--- config.mk ---
export PLATFORM = sky130hd
export DESIGN_NAME = serial_in_latched_driver
export DESIGN_NICKNAME = d
export VERILOG_FILES = /design/src/common/sipo_driver_pkg.sv /design/src/design/word_fifo.sv /design/src/design/serial_in_latched_driver.sv
export SDC_FILE = /design/constraint.sdc
export NUM_CORES = 1
export LEC_CHECK = 0
export BUFFER_PORTS_ARGS = -buffer_cell sky130_fd_sc_hd__clkbuf_2
export CORE_MARGIN = 1.5
export CORE_UTILIZATION = 61
export CTS_BUF_LIST = sky130_fd_sc_hd__clkbuf_16
export CTS_CLUSTER_SIZE = 24
export DETAILED_ROUTE_END_ITERATION = 12
export PLACE_DENSITY = 0.84
export SLEW_MARGIN = 15
export SYNTH_ARGS = -nofsm -noshare
export SYNTH_HDL_FRONTEND = slang
export SYNTH_SLANG_ARGS = --single-unit
--- constraint.sdc ---
create_clock -name sys_clk -period 4 [get_ports sys_clk]
set_input_delay 0 -clock sys_clk [delete_from_list [all_inputs] [get_ports sys_clk]]
set_output_delay 0 -clock sys_clk [all_outputs]
set_load 0.01 [all_outputs]
--- src/common/sipo_driver_pkg.sv ---
// shared constants and carrier types for the serial-in latched driver
// assumes one system clock; the serial clock, data, strobe and enable arrive as pins
package sipo_driver_pkg;
    localparam int          STAGES      = 8;
    localparam int          FIFO_DEPTH  = 32;
    localparam int          SYNC_STAGES = 2;
    localparam logic [7:0]  STAGE_INIT  = 8'h00;
    localparam logic        OUT_OFF     = 1'b0;

    // pin-side inputs after synchronisation
    typedef struct packed {
        logic ser_clk;
        logic ser_in;
        logic strobe;
        logic enable;
    } pins_s;

    // driver-side outputs
    typedef struct packed {
        logic [STAGES-1:0] drive;
        logic              ser_out;
    } outs_s;
endpackage : sipo_driver_pkg

--- src/design/word_fifo.sv ---
// parameterised synchronous FIFO with valid/ready on both sides
// assumes a single clock and asynchronous active-low reset
module word_fifo
    import sipo_driver_pkg::*;
#(
    parameter int WIDTH = 8,
    parameter int DEPTH = FIFO_DEPTH
) (
    input  wire logic             sys_clk,
    input  wire logic             resetn,
    input  wire logic             in_valid,
    output logic                  in_ready,
    input  wire logic [WIDTH-1:0] in_data,
    output logic                  out_valid,
    input  wire logic             out_ready,
    output logic      [WIDTH-1:0] out_data
);
    localparam int AW = $clog2(DEPTH);

    typedef struct packed {
        logic [AW-1:0] wr_ptr;
        logic [AW-1:0] rd_ptr;
        logic [AW:0]   count;
    } fifo_state_s;

    fifo_state_s      st_reg;
    fifo_state_s      st_next;
    logic [WIDTH-1:0] mem [DEPTH];
    logic             push;
    logic             pop;

    always_comb begin
        in_ready  = (st_reg.count != (AW+1)'(DEPTH));
        out_valid = (st_reg.count != '0);
        out_data  = mem[st_reg.rd_ptr];
        push      = in_valid && in_ready;
        pop       = out_valid && out_ready;
        st_next   = st_reg;
        if (push) begin
            st_next.wr_ptr = (st_reg.wr_ptr == AW'(DEPTH-1)) ? '0 : st_reg.wr_ptr + 1'b1;
        end
        if (pop) begin
            st_next.rd_ptr = (st_reg.rd_ptr == AW'(DEPTH-1)) ? '0 : st_reg.rd_ptr + 1'b1;
        end
        if (push && !pop) begin
            st_next.count = st_reg.count + 1'b1;
        end else if (pop && !push) begin
            st_next.count = st_reg.count - 1'b1;
        end
    end

    always_ff @(posedge sys_clk or negedge resetn) begin
        if (!resetn) begin
            st_reg <= '0;
        end else begin
            st_reg <= st_next;
        end
    end

    // storage has no reset; only written on push
    always_ff @(posedge sys_clk) begin
        if (push) begin
            mem[st_reg.wr_ptr] <= in_data;
        end
    end
endmodule : word_fifo

--- src/design/serial_in_latched_driver.sv ---
// serial-in shift register, transparent latch bank and gated output drivers
// assumes pins are asynchronous to sys_clk and the serial clock is far slower
//
// Behaviour
// - eight shift stages, eight latches, eight outputs, one of each per stage.
// - rising serial clock captures serial input into stage one; otherwise hold.
// - each rising edge moves every stage one place toward serial output.
// - serial output shows the eighth stage for cascading.
// - strobe high copies stages into latches; strobe low holds latches.
// - latches stay transparent while strobe high, following register changes.
// - enable high forces every drive output off; serial output and stored state untouched.
// - enable low drives each output from its latch.
module serial_in_latched_driver
    import sipo_driver_pkg::*;
#(
    parameter int N_STAGES = STAGES
) (
    input  wire logic                sys_clk,
    input  wire logic                resetn,
    input  wire logic                ser_clk_pin,
    input  wire logic                ser_in_pin,
    input  wire logic                strobe_pin,
    input  wire logic                enable_pin,
    output logic                     ser_out,
    output logic [N_STAGES-1:0]      drive,
    output logic                     shift_ready,
    output logic                     contents_valid
);
    // the fifo holds captured serial bits between edge detection and the shifter
    typedef struct packed {
        logic [SYNC_STAGES-1:0] clk_sync;
        logic [SYNC_STAGES-1:0] din_sync;
        logic [SYNC_STAGES-1:0] stb_sync;
        logic [SYNC_STAGES-1:0] en_sync;
        logic                   clk_prev;
        logic [N_STAGES-1:0]    shift;
        logic [N_STAGES-1:0]    latch;
        logic [3:0]             shifted;
        logic                   known;
        outs_s                  outs;
    } drv_state_s;

    drv_state_s          st_reg;
    drv_state_s          st_next;
    pins_s               pins;
    logic                rise;
    logic                fifo_in_ready;
    logic                fifo_out_valid;
    logic                fifo_out_data;
    logic                take_bit;
    logic [N_STAGES-1:0] shift_new;

    function automatic logic [N_STAGES-1:0] shift_one(input logic [N_STAGES-1:0] s,
                                                       input logic d);
        shift_one = {s[N_STAGES-2:0], d};
    endfunction : shift_one

    // only the second synchroniser flop is read
    always_comb begin
        pins.ser_clk = st_reg.clk_sync[SYNC_STAGES-1];
        pins.ser_in  = st_reg.din_sync[SYNC_STAGES-1];
        pins.strobe  = st_reg.stb_sync[SYNC_STAGES-1];
        pins.enable  = st_reg.en_sync[SYNC_STAGES-1];
    end

    assign rise = pins.ser_clk && !st_reg.clk_prev;

    word_fifo #(
        .WIDTH (1),
        .DEPTH (FIFO_DEPTH)
    ) u_bit_fifo (
        .sys_clk   (sys_clk),
        .resetn    (resetn),
        .in_valid  (rise),
        .in_ready  (fifo_in_ready),
        .in_data   (pins.ser_in),
        .out_valid (fifo_out_valid),
        .out_ready (1'b1),
        .out_data  (fifo_out_data)
    );

    assign take_bit = fifo_out_valid;

    always_comb begin
        st_next          = st_reg;
        st_next.clk_sync = {st_reg.clk_sync[SYNC_STAGES-2:0], ser_clk_pin};
        st_next.din_sync = {st_reg.din_sync[SYNC_STAGES-2:0], ser_in_pin};
        st_next.stb_sync = {st_reg.stb_sync[SYNC_STAGES-2:0], strobe_pin};
        st_next.en_sync  = {st_reg.en_sync[SYNC_STAGES-2:0], enable_pin};
        st_next.clk_prev = pins.ser_clk;

        shift_new = st_reg.shift;
        if (take_bit) begin
            shift_new = shift_one(st_reg.shift, fifo_out_data);
            if (st_reg.shifted != 4'(N_STAGES)) begin
                st_next.shifted = st_reg.shifted + 1'b1;
            end
        end
        st_next.shift = shift_new;

        // transparent: follows the register in the same cycle it changes
        if (pins.strobe) begin
            st_next.latch = shift_new;
            if (st_next.shifted == 4'(N_STAGES)) begin
                st_next.known = 1'b1;
            end
        end

        st_next.outs.ser_out = shift_new[N_STAGES-1];
        if (pins.enable) begin
            st_next.outs.drive = {N_STAGES{OUT_OFF}};
        end else begin
            st_next.outs.drive = st_next.latch;
        end
    end

    always_ff @(posedge sys_clk or negedge resetn) begin
        if (!resetn) begin
            st_reg         <= '0;
            st_reg.en_sync <= '1;
            st_reg.outs    <= '0;
            st_reg.shift   <= N_STAGES'(STAGE_INIT);
            st_reg.latch   <= N_STAGES'(STAGE_INIT);
        end else begin
            st_reg <= st_next;
        end
    end

    always_comb begin
        ser_out        = st_reg.outs.ser_out;
        drive          = st_reg.outs.drive;
        contents_valid = st_reg.known;
        shift_ready    = fifo_in_ready;
    end
endmodule : serial_in_latched_driver

* Word-level counts from Yosys, hierarchy flattened
Memory sizes are Yosys's and may differ from the RTL's.
Cells that the tools add are included.
** Cells by class
- Reductions and logical operators :: 10
- Add/sub/neg operators :: 5
- Bitwise logic cells :: 0
- $mul :: 0
- Multiplexer cells :: 11
- Divide/modulo/power cells :: 0
- Shifts and indexed selects :: 0
- $lt $le $gt $ge :: 0
- Eq/ne operators :: 5
** Operators by type and width (number)
- $mux W8 :: 3
- $mux W6 :: 2
- $add A5 B1 Y5 const B :: 2
- $eq A5 B5 Y1 const B :: 2
- $mux W5 :: 2
- $mux W4 :: 2
- $add A6 B1 Y6 const B :: 1
- $ne A6 B6 Y1 const B :: 1
- $reduce_bool A6 Y1 :: 1
- $sub A6 B1 Y6 const B :: 1
- $add A4 B1 Y4 const B :: 1
- $eq A4 B4 Y1 const B :: 1
- $logic_and A1 B1 Y1 :: 4
- $ne A4 B4 Y1 const B :: 1
- $logic_not A1 Y1 :: 3
- $mux W1 :: 2
- $reduce_and A2 Y1 :: 1
- $reduce_bool A2 Y1 :: 1
** Word-level totals
- Input port bits :: 6
- Latch bits :: 0
- Output and inout port bits :: 11
- RAM bits :: 32
- ROM bits :: 0
- Memories kept :: 1
- Register bits :: 55
** Memory list
- u_bit_fifo.mem :: depth 32, width 1, read ports 1, clocked after memory_dff 0, write ports 1, RTL line word_fifo.sv:28 : logic [WIDTH-1:0] mem [DEPTH];

* Logic depth before layout (Yosys ltp)
- Depth after elaboration :: 7
- Gate-level depth with buffers :: 13
- Depth with buffers taken out :: 11

* Modules after synthesis
From an unflattened synthesis, not the netlist that was laid out.
** Unflattened totals
- Cells, all modules :: 301
- Area, all modules :: 3953.8 um^2
** By module, submodules not included
- word_fifo :: area an instance 2521.2 um^2, cells each 207, times used 1, seq. area each 1361.3 um^2
- serial_in_latched_driver :: area an instance 1432.6 um^2, cells each 94, times used 1, seq. area each 953.4 um^2

* Least setup slack after synthesis
OpenSTA, ideal clock, no wires.
- Path kind :: reg2reg
- From :: register u_bit_fifo.st_reg[2] (netlist name)
- To :: register u_bit_fifo.st_reg[5] (netlist name)
- Setup time :: 147 ps
- Buffers on the path :: 2
- Data required time :: 3853 ps
- Setup slack :: 580 ps
- Stages on the path, launching flop included :: 14
- Arrival time :: 3273 ps
- Cell sequence :: dfrtp_1 -> or4_4 -> or3b_1 -> and3b_1 -> clkbuf_1 -> buf_2 -> ha_1 -> inv_1 -> ha_1 -> a21oi_1 -> a21boi_0 -> o21a_1 -> o2111ai_1 -> o311ai_0
** On the way
- Cells in the longest elaborated chain, start to end :: 5
- Elaborated cells on any way between the ends :: 12
** Ends and longest elaborated chain
- start, declared :: RTL line word_fifo.sv:26 : fifo_state_s st_reg;
- start signal, assigned :: RTL line word_fifo.sv:56 : st_reg <= st_next;
- $ne A6 B6 Y1 * :: RTL line word_fifo.sv:33 : in_ready = (st_reg.count != (AW+1)'(DEPTH));
- named net shift_ready :: RTL line serial_in_latched_driver.sv:26 : output logic shift_ready,
- $logic_and A1 B1 Y1 * :: RTL line word_fifo.sv:36 : push = in_valid && in_ready;
- named net u_bit_fifo.push :: RTL line word_fifo.sv:29 : logic push;
- $logic_not A1 Y1 :: RTL line word_fifo.sv:47 : end else if (pop && !push) begin
- $logic_and A1 B1 Y1 :: RTL line word_fifo.sv:47
- $reduce_bool A2 Y1 (no source line)
Mark *: on every way through the listed nets, which the timed path passes. The rest lies on a longest branch. The select of a mux whose other input is x is not followed.
A chain may end at the register's enable or synchronous reset.

* Final worst setup path
- From :: register u_bit_fifo.st_reg[2] (netlist name)
- To :: register u_bit_fifo.st_reg[5] (netlist name)
** On the way
- Cells in the longest elaborated chain, start to end :: 5
- Elaborated cells on any way between the ends :: 12
** Ends and longest elaborated chain
- parallel branches: the longest is 5 deep, another holds $sub A6 B1 Y6
Several ways; the timed one is not identified. The select of a mux whose other input is x is not followed.

==> metrics <==
outcome completed; top fanout value on the critical path 14; final instance area 4270 µm²; Final period util 0.9126; largest net degree at the start of global routing 55; largest cells by area after synthesis dfrtp_1 34%, edfxtp_1 25%, ha_1 4.9%; Final Non-Filler Cells 400; setup TNS 0 ps; CTS tree done; Worst setup SP type flip-flop; flop-to-flop setup slack 350 ps; Setup Viol. Count Final 0; Synth Area per Inst 12.59 µm²; antenna viol nets, final 0; clock tree sinks 86; Inserted Clock Buffers 9; GPL Wtd Cong 0.7600; num ports 17; reg2reg path depth 11; die span in x 82.46 µm; Skew-Pair Late Insertion Delay 340 ps; CP max-delay cell or4_4; clk root buf clkbuf_16; Least-Margin Pin Slew 850.9 ps; Worst R2R Start u_bit_fifo.st_reg[2]; DP Wirelength 4478 µm; Mapped Cells 306; register area share after synthesis 0.6010; final worst slack 349.4 ps; Slew Limit Fails 0; asr flop ratio synth 0.6279; vias in the first global route 2392; EDFF count, synth 32; 1st-iter DRT viols 116; origin of the worst setup path u_bit_fifo.st_reg[2]; Area Growth Syn to Fin 10.88%; Slew headroom 0.4328; Vias/cell 5.908; port bufs 16; DRT Pass-1 Iters 4; Starting Density 0.6429; DRC Markers 0; fin crit period 3651 ps; CTS H-Tree Depth 3; Rows 28; Data arrival, critical path 3840 ps; via count 2363; GRT Total Usage 0.2318; Worst Skew 9.945 ps; first-pass GRT wire length 11310 µm; layout cells sized above 1 0.2062; Congestion Overflow GR 0; number of distinct library cells after synthesis 45; Synth area leader dfrtp_1; CP endpoint u_bit_fifo.st_reg[5]; top_reg_cell synth dfrtp_1; Die H 82.46 µm; Yosys top cell area share 0.3379; register bit total from synthesis 86; Mapped Area 3851 µm²; crit-path max cell delay 590 ps; die area 6799 µm²; crit end category flip-flop; unrepaired setup endpoints after global routing false; f_max 273.9 MHz; placed cell areas 3921 µm²; number of flip-flops in the largest register 32; worst flop-to-flop path endpoint u_bit_fifo.st_reg[5]; CTS max path bufs 2; most frequent cell after synthesis dfrtp_1; worst hold path class in -> reg; Clock transition at path regs 70 ps; CORE AREA 5991 µm²; placed cell count 379; endpoints failing hold 0; Peak VDD IR 0.0005017 V; post-detailed-routing wire length 6961 µm; synth cell count leaders 52 x dfrtp_1, 42 x nor2_1, 32 x edfxtp_1; cells along the critical path or4_4 > or3b_1 > and3b_1 > ha_1 > inv_1 > ha_1 > a21oi_1 > a21boi_0 > o21a_1 > o2111ai_1 > o311ai_0; per-cell routed wire length 17.40 µm; most used cell, CP ha_1; # Max-Cap Violations 0; WP data required 4190 ps; type of the worst setup path reg -> reg; final core utilization 0.7128; fin nets 341; Synth warnings 0; power per cell area 733.2 nW/µm²; Leak Pwr 1.748 nW; post-CTS sizing 0; post-synthesis net count 327; DP Worst Slack 414.5 ps; # diodes 0; initial antenna violation count 0
area by class of cell:
type / instances / area (µm²)
clock buffers: 9 / 225.2
inverters: 10 / 37.54
well taps: 75 / 93.84
fillers: 373 / 1720
clock inverters: 7 / 73.82
repair buffers: 23 / 145.1
flip-flops and latches: 86 / 2315
multi-input cells: 190 / 1380
kinds of logic (layout without fill, tap and decap cells):
kind of cell	after synthesis	in the layout	share of synthesized area
and+or+nand+nor	107	107	0.1326
xor gates and xnor gates	6	6	0.01365
AOI/OAI and AO/OA	33	33	0.05393
DFF	86	86	0.6010
muxes	29	29	0.1095
buffers and inverters	30	49	0.04061
adders and majority gates	15	15	0.04873
repair_timing:
item | 4_1_cts | 5_1_grt
hold endpoints to repair | 56 | 0
buffers inserted | 0 | 0
hold buffers | 5 | 0
routing by layer:
layer	track usage	up-vias	part of all wire
li1	-	1109	-
met1	0.3103	1200	0.44
met2	0.3740	44	0.52
met3	0.04286	10	0.032
met4	0.09492	0	0.016
met5	0	-	0
worst min path at each step:
stage,endpoint,start,cells after the start,slack (ps)
4_1_cts,st_next[32],enable_pin,2,290
6_report,st_next[38],ser_clk_pin,2,300
5_1_grt,st_next[36],ser_in_pin,2,300
3_5_place_dp,st_next[32],enable_pin,1,90
3_3_place_gp,st_next[32],enable_pin,1,90
2_1_floorplan,contents_valid,resetn,0,-300
layout by cell type, fill, tap and decap left out, types with 3 or more instances in the layout:
cell / count
dfrtp_1: 52
nor2_1: 42
edfxtp_1: 32
nand2_1: 27
clkbuf_2: 16
ha_1: 15
mux2_2: 13
o21ai_0: 13
inv_1: 10
clkbuf_16: 9
mux2_4: 8
nor2b_1: 7
mux4_2: 6
nand3_1: 6
a21oi_1: 5
xnor2_1: 5
dlygate4sd3_1: 5
o22ai_1: 4
or3_1: 4
and3_1: 3
nor4_1: 3
nand3b_1: 3
power by group:
part           switching [mW]  internal [mW]  total [mW]
registers               0.255           1.14        1.40
clock network           0.375          0.441       0.817
logic                   0.446          0.471       0.917
worst max-delay path, delay by kind of cell (launching register included):
kind / cells / cell delay, ps
flip-flops: 1 / 430
adder cells (fa/ha/maj): 2 / 600
AO/OA/AOI/OAI: 5 / 980
buffers and inverters: 1 / 180
AND/OR/NAND/NOR: 3 / 1330
metrics by stage:
step,hold WS (ps),power [mW]
6_report,304.3,3.131
5_1_grt,303.1,3.325
4_1_cts,286.1,3.144
3_5_place_dp,89.25,2.309
3_3_place_gp,87.22,2.226
2_1_floorplan,-295.6,2.085
Power figures use the tool's default switching activity.
